===== config.mk =====
export PLATFORM = sky130hd
export DESIGN_NAME = lookahead_rx_descriptor_parser
export DESIGN_NICKNAME = d
export VERILOG_FILES = /design/src/rtl/lookahead_packet_processing_pkg.sv /design/src/rtl/desc_port_if.sv /design/src/rtl/lookahead_rx_descriptor_parser.sv /design/src/rtl/desc_mem.sv /design/src/rtl/sticky_flag.sv
export VERILOG_INCLUDE_DIRS = /design/src /design/src/rtl
export SDC_FILE = /design/constraint.sdc
export NUM_CORES = 1
export LEC_CHECK = 0
export BUFFER_PORTS_ARGS = -buffer_cell sky130_fd_sc_hd__clkbuf_2
export CAP_MARGIN = 20
export CORE_AREA = 4 4 298 227
export CTS_CLUSTER_DIAMETER = 60
export CTS_CLUSTER_SIZE = 25
export DETAILED_ROUTE_END_ITERATION = 7
export DIE_AREA = 0 0 302 231
export PLACE_DENSITY = 0.59
export SLEW_MARGIN = 40
export SYNTH_ARGS = -nofsm -noshare
export SYNTH_HDL_FRONTEND = slang
export SYNTH_SLANG_ARGS = --single-unit

===== constraint.sdc =====
create_clock -name CLK_I -period 5.6 [get_ports CLK_I]
set_clock_uncertainty 0.2 [all_clocks]
set_input_delay 1.12 -clock CLK_I [delete_from_list [all_inputs] [get_ports CLK_I]]
set_output_delay 1.12 -clock CLK_I [all_outputs]
set_load 0.01 [all_outputs]

===== src/rtl/lookahead_packet_processing_regs.svh =====
// What this block does
// - With look-ahead on, a frame begins only where owner and start are both 1.
// - A frame chains into the next buffer only when the block owns it.
// - Every frame ends with end or error set in its last written descriptor.
// - In the search, owned non-start descriptors are discarded by clearing owner, start and end.
// - In the search only, unowned non-start descriptors are stepped past.
// - A returned third descriptor after a frame ends in buffer two gets owner, start and end zeroed.
// - A still unowned third descriptor is skipped and its end flag is left alone.
// - A short frame ends in buffer one; the second descriptor is discarded, end zero.
// - Look-ahead enable is bit 5 of control register three.
// - With look-ahead on, writing a start descriptor's status raises the receive flag.
// - At the 64th byte data moves to buffer one and the next descriptor is read.
// - Data left and the next descriptor still host-owned at last look gives buffer error.
`ifndef LOOKAHEAD_PACKET_PROCESSING_REGS_SVH
`define LOOKAHEAD_PACKET_PROCESSING_REGS_SVH
`define LOOKAHEAD_PACKET_PROCESSING_CTRL_OFS 9'h000
`define LOOKAHEAD_PACKET_PROCESSING_STAT_OFS 9'h004
`define LOOKAHEAD_PACKET_PROCESSING_DESC_BASE 9'h100
`define LOOKAHEAD_PACKET_PROCESSING_RING_LEN 16
`define LOOKAHEAD_PACKET_PROCESSING_LAST_IDX 4'hF
`define LOOKAHEAD_PACKET_PROCESSING_RUN_BIT 0
`define LOOKAHEAD_PACKET_PROCESSING_EN_BIT 5
`define LOOKAHEAD_PACKET_PROCESSING_RECEIVE_INTERRUPT_FLAG_BIT 0
`define LOOKAHEAD_PACKET_PROCESSING_BUFFER_ERROR_FLAG_BIT 1
`define LOOKAHEAD_PACKET_PROCESSING_RUN_RST 1'h0
`define LOOKAHEAD_PACKET_PROCESSING_EN_RST 1'h0
`define D_OWN 31
`define D_STP 30
`define D_END 29
`define D_ERR 28
`define LOOKAHEAD_PACKET_PROCESSING_LOOK_BYTES 16'h0040
`endif


===== src/rtl/lookahead_packet_processing_pkg.sv =====
package lookahead_packet_processing_pkg;
  typedef enum logic [3:0] {
    IDLE, SEEK_RD, SEEK_EV, WAIT_64, LOOK_RD, LOOK_EV, MOVE, DITCH_RD, DITCH_EV, WR_CUR, DRAIN
  } eng_state_e;
  typedef logic [31:0] desc_word_t;
  typedef logic [3:0] ring_idx_t;
endpackage


===== src/rtl/desc_port_if.sv =====
`timescale 1ns/1ps
interface desc_port_if;
  logic en;
  logic we;
  logic [3:0] addr;
  logic [31:0] wdata;
  logic [31:0] rdata;
  modport user (output en, output we, output addr, output wdata, input rdata);
  modport mem (input en, input we, input addr, input wdata, output rdata);
endinterface


===== src/rtl/lookahead_rx_descriptor_parser.sv =====
`timescale 1ns/1ps
`include "lookahead_packet_processing_regs.svh"
module lookahead_rx_descriptor_parser
  import lookahead_packet_processing_pkg::*;
(
  // Clock and reset
  input wire logic CLK_I,
  input wire logic RESET_I,
  // Avalon-MM slave
  input wire logic [8:0] AVS_ADDRESS_I,
  input wire logic AVS_READ_I,
  input wire logic AVS_WRITE_I,
  input wire logic [31:0] AVS_WRITEDATA_I,
  input wire logic [3:0] AVS_BYTEENABLE_I,
  output logic [31:0] AVS_READDATA_O,
  output logic AVS_WAITREQUEST_O,
  // Received byte stream
  input wire logic RX_VALID_I,
  input wire logic [7:0] RX_DATA_I,
  input wire logic RX_LAST_I,
  input wire logic RX_ERR_I,
  input wire logic RX_HAVE64_I,
  output logic RX_READY_O,
  // Buffer byte writes
  output logic DMA_VALID_O,
  output logic [7:0] DMA_DATA_O,
  output logic [3:0] DMA_DESC_O,
  output logic [15:0] DMA_OFFSET_O,
  input wire logic DMA_READY_I,
  // Events
  output logic START_PACKET_O,
  output logic FRAME_DONE_O
);
  // ----------------------------------------------------------------
  // Declarations
  // ----------------------------------------------------------------
  desc_port_if dport ();
  eng_state_e st_q, st_d;
  ring_idx_t cur_q, nxt;
  desc_word_t rd;
  logic [15:0] size_q, next_size_q, cnt_q;
  logic first_q, next_own_q, done_q, err_q, eof_q;
  logic run_q, lookahead_processing_enable_q, pend_q, rd_mem_q, sp_q, fd_q;
  logic [31:0] csr_rd_q;
  logic dma_valid_q;
  logic [7:0] dma_data_q;
  logic [3:0] dma_desc_q;
  logic [15:0] dma_ofs_q;
  logic receive_interrupt_flag, buffer_error_flag;

  // ----------------------------------------------------------------
  // Engine decode
  // ----------------------------------------------------------------
  assign rd = dport.rdata;
  assign nxt = (cur_q == `LOOKAHEAD_PACKET_PROCESSING_LAST_IDX) ? 4'h0 : cur_q + 4'h1;
  wire start_ok = rd[`D_OWN] & (rd[`D_STP] | ~lookahead_processing_enable_q);
  wire disc = (st_q == SEEK_EV) & run_q & lookahead_processing_enable_q & rd[`D_OWN] & ~rd[`D_STP];
  // Unowned non-start entries are passed by only here, in the search.
  wire skip = (st_q == SEEK_EV) & run_q & lookahead_processing_enable_q & ~rd[`D_OWN] & ~rd[`D_STP];
  // Status may not overtake the last data byte still waiting at the buffer port.
  wire wr_go = (st_q == WR_CUR) & ~dma_valid_q;
  wire rx_take = (st_q == MOVE) & RX_VALID_I & RX_READY_O;
  wire full = (cnt_q + 16'h0001) >= size_q;
  wire eng_rd = (st_q == SEEK_RD) | (st_q == LOOK_RD) | (st_q == DITCH_RD);
  wire eng_req = eng_rd | disc | wr_go;
  wire eng_we = disc | wr_go;
  wire [3:0] eng_addr = ((st_q == LOOK_RD) | (st_q == DITCH_RD)) ? nxt : cur_q;
  // Discarding zeroes owner, start and end, which covers the second and third of a group.
  wire [31:0] disc_word = {3'b000, rd[28:0]};
  wire [31:0] stat_word = {1'b0, first_q, done_q & ~err_q, err_q, cnt_q[11:0], size_q};
  wire ditch_fail = (st_q == DITCH_EV) & ~rd[`D_OWN];

  // ----------------------------------------------------------------
  // Bus decode
  // ----------------------------------------------------------------
  wire sel_ctrl = AVS_ADDRESS_I == `LOOKAHEAD_PACKET_PROCESSING_CTRL_OFS;
  wire sel_stat = AVS_ADDRESS_I == `LOOKAHEAD_PACKET_PROCESSING_STAT_OFS;
  wire [8:0] desc_base = `LOOKAHEAD_PACKET_PROCESSING_DESC_BASE;
  wire sel_desc = (AVS_ADDRESS_I[8:6] == desc_base[8:6]) & (AVS_ADDRESS_I[1:0] == 2'h0);
  // The engine always has the descriptor port first; the bus waits for a free cycle.
  wire grant = (AVS_READ_I | AVS_WRITE_I) & ~pend_q & ~eng_req;
  wire wr_ok = grant & AVS_WRITE_I;
  wire ctrl_wr = wr_ok & sel_ctrl & AVS_BYTEENABLE_I[0];
  wire stat_clr = wr_ok & sel_stat & AVS_BYTEENABLE_I[0];
  wire [31:0] csr_val = sel_ctrl ? {26'h0, lookahead_processing_enable_q, 4'h0, run_q} :
                        sel_stat ? {20'h0, cur_q, 6'h0, buffer_error_flag, receive_interrupt_flag} : 32'h0;

  assign dport.en = eng_req | (grant & sel_desc);
  assign dport.we = eng_req ? eng_we : (AVS_WRITE_I & (AVS_BYTEENABLE_I == 4'hF));
  assign dport.addr = eng_req ? eng_addr : AVS_ADDRESS_I[5:2];
  assign dport.wdata = eng_req ? (disc ? disc_word : stat_word) : AVS_WRITEDATA_I;
  assign AVS_WAITREQUEST_O = ~(wr_ok | pend_q);
  assign AVS_READDATA_O = rd_mem_q ? rd : csr_rd_q;

  desc_mem #(.DEPTH(`LOOKAHEAD_PACKET_PROCESSING_RING_LEN)) u_mem (
    .clk_i(CLK_I),
    .port(dport)
  );

  // ----------------------------------------------------------------
  // Status flags
  // ----------------------------------------------------------------
  sticky_flag u_receive_interrupt_flag (
    .clk_i(CLK_I),
    .rst_i(RESET_I),
    .set_i(wr_go & ((first_q & lookahead_processing_enable_q) | done_q)),
    .clr_i(stat_clr & AVS_WRITEDATA_I[`LOOKAHEAD_PACKET_PROCESSING_RECEIVE_INTERRUPT_FLAG_BIT]),
    .flag_o(receive_interrupt_flag)
  );

  sticky_flag u_buffer_error_flag (
    .clk_i(CLK_I),
    .rst_i(RESET_I),
    .set_i(ditch_fail),
    .clr_i(stat_clr & AVS_WRITEDATA_I[`LOOKAHEAD_PACKET_PROCESSING_BUFFER_ERROR_FLAG_BIT]),
    .flag_o(buffer_error_flag)
  );

  // ----------------------------------------------------------------
  // Next state
  // ----------------------------------------------------------------
  always_comb begin
    st_d = st_q;
    case (st_q)
      IDLE: if (run_q) st_d = SEEK_RD;
      SEEK_RD: st_d = SEEK_EV;
      SEEK_EV: begin
        if (!run_q) st_d = IDLE;
        else if (start_ok) st_d = WAIT_64;
        else st_d = SEEK_RD;
      end
      WAIT_64: if (RX_HAVE64_I) st_d = LOOK_RD;
      LOOK_RD: st_d = LOOK_EV;
      LOOK_EV: st_d = MOVE;
      MOVE: begin
        if (rx_take && (RX_LAST_I || (full && next_own_q))) st_d = WR_CUR;
        else if (rx_take && full) st_d = DITCH_RD;
      end
      DITCH_RD: st_d = DITCH_EV;
      DITCH_EV: st_d = WR_CUR;
      WR_CUR: begin
        if (wr_go && !done_q) st_d = LOOK_RD;
        else if (wr_go && err_q && !eof_q) st_d = DRAIN;
        else if (wr_go) st_d = SEEK_RD;
      end
      DRAIN: if (RX_VALID_I && RX_LAST_I) st_d = SEEK_RD;
      default: st_d = IDLE;
    endcase
  end

  // ----------------------------------------------------------------
  // Engine registers
  // ----------------------------------------------------------------
  always_ff @(posedge CLK_I) begin
    if (RESET_I) begin
      st_q <= IDLE;
      cur_q <= 4'h0;
    end else begin
      st_q <= st_d;
      if (disc || skip || wr_go) begin
        cur_q <= nxt;
      end
    end
  end

  always_ff @(posedge CLK_I) begin
    if (RESET_I) begin
      size_q <= 16'h0000;
      next_size_q <= 16'h0000;
      cnt_q <= 16'h0000;
      first_q <= 1'b0;
      next_own_q <= 1'b0;
      done_q <= 1'b0;
      err_q <= 1'b0;
      eof_q <= 1'b0;
    end else begin
      if (st_q == SEEK_EV && start_ok) begin
        size_q <= rd[15:0];
        cnt_q <= 16'h0000;
        first_q <= 1'b1;
        done_q <= 1'b0;
        err_q <= 1'b0;
        eof_q <= 1'b0;
      end
      if (st_q == LOOK_EV) begin
        next_own_q <= rd[`D_OWN];
        next_size_q <= rd[15:0];
      end
      if (st_q == DITCH_EV) begin
        next_own_q <= rd[`D_OWN];
        next_size_q <= rd[15:0];
        done_q <= ~rd[`D_OWN];
        err_q <= ~rd[`D_OWN];
      end
      if (rx_take) begin
        cnt_q <= cnt_q + 16'h0001;
        done_q <= RX_LAST_I;
        err_q <= RX_LAST_I & RX_ERR_I;
        eof_q <= RX_LAST_I;
      end
      if (wr_go && !done_q) begin
        size_q <= next_size_q;
        cnt_q <= 16'h0000;
        first_q <= 1'b0;
      end
    end
  end

  // ----------------------------------------------------------------
  // Byte path and events
  // ----------------------------------------------------------------
  assign RX_READY_O = ((st_q == MOVE) & (~dma_valid_q | DMA_READY_I)) | (st_q == DRAIN);

  always_ff @(posedge CLK_I) begin
    if (RESET_I) begin
      dma_valid_q <= 1'b0;
      dma_data_q <= 8'h00;
      dma_desc_q <= 4'h0;
      dma_ofs_q <= 16'h0000;
      sp_q <= 1'b0;
      fd_q <= 1'b0;
    end else begin
      if (rx_take) begin
        dma_valid_q <= 1'b1;
        dma_data_q <= RX_DATA_I;
        dma_desc_q <= cur_q;
        dma_ofs_q <= cnt_q;
      end else if (DMA_READY_I) begin
        dma_valid_q <= 1'b0;
      end
      sp_q <= wr_go & first_q & lookahead_processing_enable_q;
      fd_q <= wr_go & done_q;
    end
  end

  assign DMA_VALID_O = dma_valid_q;
  assign DMA_DATA_O = dma_data_q;
  assign DMA_DESC_O = dma_desc_q;
  assign DMA_OFFSET_O = dma_ofs_q;
  assign START_PACKET_O = sp_q;
  assign FRAME_DONE_O = fd_q;

  // ----------------------------------------------------------------
  // Register slave
  // ----------------------------------------------------------------
  always_ff @(posedge CLK_I) begin
    if (RESET_I) begin
      run_q <= `LOOKAHEAD_PACKET_PROCESSING_RUN_RST;
      lookahead_processing_enable_q <= `LOOKAHEAD_PACKET_PROCESSING_EN_RST;
      pend_q <= 1'b0;
      rd_mem_q <= 1'b0;
      csr_rd_q <= 32'h0000_0000;
    end else begin
      pend_q <= grant & AVS_READ_I;
      if (grant && AVS_READ_I) begin
        rd_mem_q <= sel_desc;
        csr_rd_q <= csr_val;
      end
      if (ctrl_wr) begin
        run_q <= AVS_WRITEDATA_I[`LOOKAHEAD_PACKET_PROCESSING_RUN_BIT];
        lookahead_processing_enable_q <= AVS_WRITEDATA_I[`LOOKAHEAD_PACKET_PROCESSING_EN_BIT];
      end
    end
  end

  // ----------------------------------------------------------------
  // Assertions
  // ----------------------------------------------------------------
  property p_start_owned;
    @(posedge CLK_I) disable iff (RESET_I)
    (st_q == SEEK_EV && run_q && lookahead_processing_enable_q && st_d == WAIT_64) |-> (rd[`D_OWN] && rd[`D_STP]);
  endproperty
  a_start_owned: assert property (p_start_owned) else $error("frame began in bad slot");

  property p_chain_owned;
    @(posedge CLK_I) disable iff (RESET_I)
    (wr_go && !done_q) |-> next_own_q;
  endproperty
  a_chain_owned: assert property (p_chain_owned) else $error("chained into unowned slot");

  property p_frame_marked;
    @(posedge CLK_I) disable iff (RESET_I)
    (wr_go && done_q) |-> (dport.we && (dport.wdata[`D_END] ^ dport.wdata[`D_ERR]));
  endproperty
  a_frame_marked: assert property (p_frame_marked) else $error("frame end not marked");

  property p_discard;
    @(posedge CLK_I) disable iff (RESET_I)
    disc |-> (dport.we && !dport.wdata[`D_OWN] && !dport.wdata[`D_END]) ##1 (st_q == SEEK_RD);
  endproperty
  a_discard: assert property (p_discard) else $error("discard wrong");

  property p_skip;
    @(posedge CLK_I) disable iff (RESET_I)
    (skip && !AVS_WRITE_I) |-> !dport.we ##1 (st_q == SEEK_RD && cur_q == $past(nxt));
  endproperty
  a_skip: assert property (p_skip) else $error("skip wrong");

  property p_look;
    @(posedge CLK_I) disable iff (RESET_I)
    (st_q == WAIT_64 && RX_HAVE64_I) |=> (st_q == LOOK_RD && dport.en && !dport.we)
      ##1 (st_q == LOOK_EV) ##1 (st_q == MOVE);
  endproperty
  a_look: assert property (p_look) else $error("look-ahead sequence broken");

  property p_buffer_error_flag;
    @(posedge CLK_I) disable iff (RESET_I)
    ditch_fail |=> (buffer_error_flag && st_q == WR_CUR && done_q && err_q);
  endproperty
  a_buffer_error_flag: assert property (p_buffer_error_flag) else $error("buffer error not flagged");

  property p_middle;
    @(posedge CLK_I) disable iff (RESET_I)
    (wr_go && !done_q) |-> (!dport.wdata[`D_OWN] && !dport.wdata[`D_END])
      ##1 (cur_q == $past(nxt) && st_q == LOOK_RD);
  endproperty
  a_middle: assert property (p_middle) else $error("middle status wrong");

  property p_srp;
    @(posedge CLK_I) disable iff (RESET_I)
    (wr_go && first_q && lookahead_processing_enable_q) |=> (START_PACKET_O && receive_interrupt_flag);
  endproperty
  a_srp: assert property (p_srp) else $error("start interrupt missing");

  property p_wrap;
    @(posedge CLK_I) disable iff (RESET_I)
    ((disc || skip) && cur_q == `LOOKAHEAD_PACKET_PROCESSING_LAST_IDX) |=> (cur_q == 4'h0);
  endproperty
  a_wrap: assert property (p_wrap) else $error("ring did not wrap");
endmodule // lookahead_rx_descriptor_parser


===== src/rtl/desc_mem.sv =====
`timescale 1ns/1ps
module desc_mem #(
  parameter int DEPTH = 16
) (
  input wire logic clk_i,
  desc_port_if.mem port
);
  logic [31:0] mem_q [DEPTH];
  logic [31:0] rdata_q;

  // Read data stays in its register until the next read, so a later caller may use it.
  always_ff @(posedge clk_i) begin
    if (port.en && port.we) begin
      mem_q[port.addr] <= port.wdata;
    end
    if (port.en && !port.we) begin
      rdata_q <= mem_q[port.addr];
    end
  end

  assign port.rdata = rdata_q;
endmodule // desc_mem


===== src/rtl/sticky_flag.sv =====
`timescale 1ns/1ps
module sticky_flag (
  input wire logic clk_i,
  input wire logic rst_i,
  input wire logic set_i,
  input wire logic clr_i,
  output logic flag_o
);
  logic flag_q;

  // A set in the same cycle as a clear wins, so no event is lost.
  always_ff @(posedge clk_i) begin
    if (rst_i) begin
      flag_q <= 1'b0;
    end else begin
      flag_q <= set_i | (flag_q & ~clr_i);
    end
  end

  assign flag_o = flag_q;
endmodule // sticky_flag


# [Word-level counts from Yosys, hierarchy flattened]
# Memory sizes are Yosys's and may differ from the RTL's. A register that Yosys moved wholly into a read port is not among the register bits.
# Index checks and enable logic that the tools add are counted.
# Widths: inputs -> output; s select.
[totals] register_bits=130 mem_bits_rw=512 inputBits=62 elab_cells=169 n_memories=1
[classes] n_addsub=2 order_cmp=1 eq_ne=19 muxes=37 bitwise_logic=59 n_reduce_logical=27
[mem_list] memory="u_mem.mem_q" depth=16 word_bits=32 rd=1 rd_ports_with_merged_regs=1 wr=1 line_no="desc_mem.sv:8" source="logic [31:0] mem_q [DEPTH];"
[ops] op="$mux 16" n=6
[ops] op="$mux 32" n=2
[ops] op="$mux 4" n=11
[ops] op="$pmux 4 s11" n=1
[ops] op="$and 1x1->1" n=34
[ops] op="$mux 31" n=1
[ops] op="$mux 12" n=2
[ops] op="$eq 4x4->1 const B" n=5
[ops] op="$add 16x1->16 const B" n=1
[ops] op="$eq 4x3->1 const B" n=4
[ops] op="$ge 16x16->1" n=1
[ops] op="$or 1x1->1" n=15
[ops] op="$mux 1" n=12
[ops] op="$logic_and 1x1->1" n=11
[ops] op="$not 1->1" n=10
[ops] op="$eq 9x3->1 const B" n=1
[ops] op="$logic_not 9->1" n=1
[ops] op="$eq 4x2->1 const B" n=2
[ops] op="$reduce_bool 2->1" n=4
[ops] op="$ne 2x2->1 const B" n=3
[ops] op="$reduce_and 5->1" n=1
[ops] op="$add 4x1->4 const B" n=1
[ops] op="$eq 4x1->1 const B" n=1
[ops] op="$logic_not 4->1" n=1
[ops] op="other kinds (9)" n=14

# [Logic depth before layout (Yosys ltp)]
[depth] ltp_word=16 mapped_depth=15 depth_no_buf=14

# [Hierarchy]
# Synthesis repeated with hierarchy kept, for this count alone.
[hier_totals] cells_unflattened=1679 area_unflattened_um2=26294.0
[modules_own_cells] module="desc_mem" n_inst=1 cells_per_inst=844 area_each_um2=20216.9 seq_area_each_um2=16335.7
[modules_own_cells] module="lookahead_rx_descriptor_parser" n_inst=1 cells_per_inst=827 area_each_um2=5999.5 seq_area_each_um2=2062.0
[modules_own_cells] module="sticky_flag" n_inst=2 cells_per_inst=4 area_each_um2=38.8 seq_area_each_um2=20.0

# [Worst setup path before layout]
# Ideal clock, no wire load.
[synth_timing] path_kind="reg2reg" startpoint="reg st_q[3]" endpoint="mem u_mem.mem_q[13][0], enable pin" arrival_ns=3.698 required_ns=4.979 setup_slack_ns=1.281 stages_incl_launch_ff=11 n_path_buf=4 period_less_slack_ns=4.319 cell_sequence="dfxtp_1 -> and2b_1 -> or3b_1 -> buf_2 -> o2111a_1 -> buf_2 -> mux2i_1 -> clkbuf_1 -> buf_1 -> nand3_1 -> nor2_1"
[synth_via] elab_chain_cells=14 word_cells_on_any_way=26 classes_between="5 x eq/ne; 5 x mux; 15 x bitwise; 1 x reduce/logical"
[synth_rtl] item="from (decl)" line_no="lookahead_rx_descriptor_parser.sv:38" source="eng_state_e st_q, st_d;"
[synth_rtl] item="from (signal assigned)" line_no="lookahead_rx_descriptor_parser.sv:159" source="st_q <= st_d;"
[synth_rtl] item="$eq 4x2->1" line_no="lookahead_rx_descriptor_parser.sv:57" source="wire disc = (st_q == SEEK_EV) & run_q & lookahead_processing_enable_q & rd[`D_OWN] & ~rd[`D_STP];"
[synth_rtl] item="$and 1x1->1 (4 in a row)" line_no="lookahead_rx_descriptor_parser.sv:57"
[synth_rtl] item="$or 1x1->1 (2 in a row)" line_no="lookahead_rx_descriptor_parser.sv:65" source="wire eng_req = eng_rd | disc | wr_go;"
[synth_rtl] item="$not 1->1" line_no="lookahead_rx_descriptor_parser.sv:81" source="wire grant = (AVS_READ_I | AVS_WRITE_I) & ~pend_q & ~eng_req;"
[synth_rtl] item="$and 1x1->1" line_no="lookahead_rx_descriptor_parser.sv:81"
[synth_rtl] item="$and 1x1->1" line_no="lookahead_rx_descriptor_parser.sv:88" source="assign dport.en = eng_req | (grant & sel_desc);"
[synth_rtl] item="$or 1x1->1" line_no="lookahead_rx_descriptor_parser.sv:88"
[synth_rtl] item="$logic_and 1x1->1" line_no="desc_mem.sv:13" source="if (port.en && port.we) begin"
[synth_rtl] item="$mux 1" line_no="desc_mem.sv:13"
[synth_rtl] item="$mux 1 (not written as such)" line_no="desc_mem.sv:14" source="mem_q[port.addr] <= port.wdata;"
[synth_rtl] item="to (decl)" line_no="desc_mem.sv:8"
# Several ways; a longest one is shown, not always the timed one.

# [Final worst setup path]
[layout_timing] startpoint="reg st_q[1]" endpoint="out AVS_WAITREQUEST_O"
[layout_via] elab_chain_cells=12 word_cells_on_any_way=19 classes_between="5 x eq/ne; 14 x bitwise"
[layout_rtl] item="$eq 4x2->1" line_no="lookahead_rx_descriptor_parser.sv:57"
[layout_rtl] item="$and 1x1->1 (4 in a row)" line_no="lookahead_rx_descriptor_parser.sv:57"
[layout_rtl] item="$or 1x1->1" line_no="lookahead_rx_descriptor_parser.sv:65"
[layout_rtl] item="$or 1x1->1 (*)" line_no="lookahead_rx_descriptor_parser.sv:65"
[layout_rtl] item="$not 1->1 (*)" line_no="lookahead_rx_descriptor_parser.sv:81"
[layout_rtl] item="$and 1x1->1 (*)" line_no="lookahead_rx_descriptor_parser.sv:81"
[layout_rtl] item="$and 1x1->1 (*)" line_no="lookahead_rx_descriptor_parser.sv:82" source="wire wr_ok = grant & AVS_WRITE_I;"
[layout_rtl] item="$or 1x1->1 (*)" line_no="lookahead_rx_descriptor_parser.sv:92" source="assign AVS_WAITREQUEST_O = ~(wr_ok | pend_q);"
[layout_rtl] item="$not 1->1 (*)" line_no="lookahead_rx_descriptor_parser.sv:92"
[layout_rtl] item="to (decl)" line_no="lookahead_rx_descriptor_parser.sv:16" source="output logic AVS_WAITREQUEST_O,"
# Mark *: on every way between the ends. The rest lies on a longest branch, timed or not.

==> key figures <==
Worst setup path
  • Delay-heaviest family, CP: compound AO/OA/AOI/OAI gates
  • Worst Path Required: 4.28 ns
  • Crit-path max cell delay: 0.76 ns
  • Buffers & Inverters on Critical Path: 2
  • Crit Path Max Fanout: 52
  • Arrival time worst endpoint: 3.40 ns
  • Slowest-stage cell, CP: o2111a_4
  • Critical path, cell by cell: and2b_1 > or3b_1 > o2111a_4 > buf_4 > a21oi_1 > clkbuf_2
  • Worst setup EP type: output pin
  • Critical Path Source Type: flop
  • Kind of critical path: reg2out

Clocking
  • Clock sinks: 649
  • CTS tree: done
  • Post-CTS resize count: 0
  • Root buf cell: clkbuf_16
  • CTS buffer count: 37
  • Clk_lat worst skew: 0.57 ns
  • CTS clk-pin slew, worst paths: 0.09 ns
  • Post-CTS Hold Buffers: 0
  • CTS max path bufs: 3
  • Post-CTS Setup Inserts: 0
  • CTS H-Tree Depth: 2

Drt
  • Via/cell ratio: 5.71
  • Drt drc: 0
  • WL final: 70.0 mm
  • Via count: 16200
  • Drt wl/cell: 24.7 um
  • DRT antenna net count: 0
  • Drt pass-1 iters: 5
  • Initial detailed-routing violation count: 1724

Cells and area
  • Nets: 2022
  • Share of layout cells above drive strength 1: 15.3%
  • Final Util: 44.8%
  • Layout area overhead: 12.9%
  • Multi-input logic area: 6820 um^2
  • FF/Latch Area: 18400 um^2
  • Antenna cells: 0
  • Fillcell total: 5844

Logic synthesis
  • Post-synth cell types: 60
  • Ys async rst share: 0%
  • Seq/Total Area, Yosys: 71.9%
  • Synthesized instance count: 1839
  • Syn. warnings: 0
  • Post-Syn Nets: 1919
  • Cell Area, Synth: 25600 um^2
  • Syn avg cell area: 13.9 um^2
  • Ys flop type: edfxtp_1
  • Number of synthesized flops with an enable pin: 544
  • #FFs+latches synth: 649

Hold path
  • HP Class: reg2reg

Power
  • Maximum VDD drop: 0.247 mV
  • LEAKAGE: 9.71 nW
  • Cell Pwr Density: 359 nW/um^2

Global route
  • Initial antenna violation count: 2
  • GR Overflow Total: 0
  • First-pass GRT wire length: 103 mm
  • GRT Overall Usage: 19.6%
  • Largest net degree at the start of global routing: 80
  • Number of global-route vias before repair: 15600

Die
  • Starting Density: 39.7%
  • Die W: 302 um
  • DIE AREA: 69800 um^2
  • FP Rows: 81
  • IO Pins: 127
  • Core ar.: 64700 um^2
  • Die extent in y: 231 um

Timing
  • Final hold violations: 0
  • Final period util: 84.3%
  • Final Max Tran Viols: 0
  • Fin Setup TNS: 0 ns
  • RSZ-0062 raised after global routing: false
  • Fmax: 212 MHz
  • WHS: 0.255 ns
  • Slew headroom: 46.0%
  • Worst-Margin Slew: 0.810 ns
  • Fin crit period: 4.72 ns
  • Setup Viol. Count Final: 0

Placed design
  • PortBufs: 126
  • Routability cong.: 0.866
  • Dpl hpwl: 43.2 mm

Run
  • Max_cap viols: 0

Run status
  • Run status: complete, no violations
-- where the power goes --
part | internal [W] | leakage [nW] | switching (W)
combinational | 0.000481 | 3.34 | 0.00115
clock | 0.00146 | 0.614 | 0.00163
sequential | 0.00556 | 5.75 | 0.000114
total | 0.00750 | 9.71 | 0.00289
-- state kept, by name (all words and copies together) (netlist names), 4 cells and up --
name / flops
u_mem.mem_q: 512
u_mem.port.rdata: 32
DMA_OFFSET_O: 16
cnt_q: 16
next_size_q: 16
size_q: 16
DMA_DATA_O: 8
csr_rd_q: 7
DMA_DESC_O: 4
cur_q: 4
st_q: 4
-- synthesized netlist by cell type (2+ instances only) --
master	count	area (um^2)
a211oi_1	18	135
a21o_1	8	60.1
a21oi_1	197	986
a22oi_1	261	1960
a311oi_1	2	17.5
a31oi_1	6	37.5
and2_1	30	188
and3_1	6	37.5
buf_1	5	18.8
buf_2	22	110
buf_6	2	22.5
clkbuf_1	99	372
clkbuf_2	2	10.0
dfxtp_1	105	2100
edfxtp_1	544	16300
ha_1	18	225
inv_1	21	78.8
mux2_2	7	78.8
mux2_4	3	45.0
mux2i_1	71	711
nand2_1	121	454
nand2_4	3	33.8
nand2b_1	7	43.8
nand3_1	26	130
nand3b_1	8	60.1
nand4_1	5	31.3
nor2_1	100	375
nor2b_1	7	43.8
nor3_1	6	30.0
nor4_1	2	12.5
nor4b_1	2	17.5
nor4bb_1	2	20.0
o21ai_0	43	215
o31ai_1	3	22.5
or2_2	3	18.8
or3_1	2	12.5
or4_1	33	248
xnor2_1	9	78.8
xor2_1	9	78.8
-- cell usage in the layout, fill, tap and decap left out, drive strengths merged, types with 5 or more instances in the layout --
master,Yosys,routed
nand4,5,5
a21oi,197,197
a31oi,6,6
nand2,124,124
clkinv,0,6
nor2b,7,7
or4,33,33
mux2,10,10
nor3,6,6
nor2,100,100
a22oi,261,261
ha,18,18
mux2i,71,71
dfxtp,105,105
xnor2,9,9
o21ai,43,43
and3,6,6
inv,21,30
and2,30,30
xor2,9,9
edfxtp,544,544
nand3b,8,8
clkbuf,101,171
a21o,8,8
a211oi,18,18
buf,29,69
nand3,26,26
nand2b,7,7
-- kinds of logic after synthesis --
logic type,share of synthesized area (%)
flops,71.9
compound gates,13.9
simple gates,7.09
buf+inv,2.39
mux,3.25
xor+xnor,0.615
fa+ha+maj,0.878
-- stage by stage --
step | worst slack, ns | total power (W) | instance area (um^2) | std cells
after floorplan | 1.28 | 0.00671 | 25600 | 1839
after global placement | 1.12 | 0.00737 | 27600 | 2773
after detailed placement | 1.04 | 0.00742 | 27700 | 2774
after CTS | 0.907 | 0.0105 | 28900 | 2837
after global routing | 0.692 | 0.0108 | 28900 | 2837
final | 0.881 | 0.0104 | 28900 | 2837
-- path summary, 6_finish.rpt --
kind | startpoint | endpoint | slack, ns | cells after the start
worst max-delay path | st_q[1]$_SDFFE_PP0P_ | AVS_WAITREQUEST_O | 0.88 | 6
worst min-delay path | csr_rd_q[11]$_SDFFE_PP0P_ | csr_rd_q[11]$_SDFFE_PP0P_ | 0.26 | 2
worst max register to register | st_q[1]$_SDFFE_PP0P_ | u_mem.mem_q[6][30]$_DFFE_PP_ | 0.98 | 7
worst min register to register | csr_rd_q[11]$_SDFFE_PP0P_ | csr_rd_q[11]$_SDFFE_PP0P_ | 0.26 | 2
-- worst min-delay path, cell delays in order (launching register included) --
cell	delay, ns
dfxtp_1	0.32
nand2_1	0.05
a21oi_1	0.05
-- layer usage --
layer  GRT usage [%]  part of all wire [%]  up-vias
li1                -                     -     7312
met4            4.07                   2.1        0
met2            30.8                    46      678
met1            28.8                    44     8126
met3            3.34                   8.0       74
met5               0                     0        -
-- layout make-up --
cell class                      count  area share (%)
Clock buffer                       46            3.54
Multi-Input combinational cell   1039            23.5
Tap cell                          871            3.76
Timing Repair Buffer              194            4.37
Clock inverter                     17           0.813
Sequential cell                   649            63.7
Inverter                           21           0.272
No activity file was read; power rests on OpenSTA's default activity.
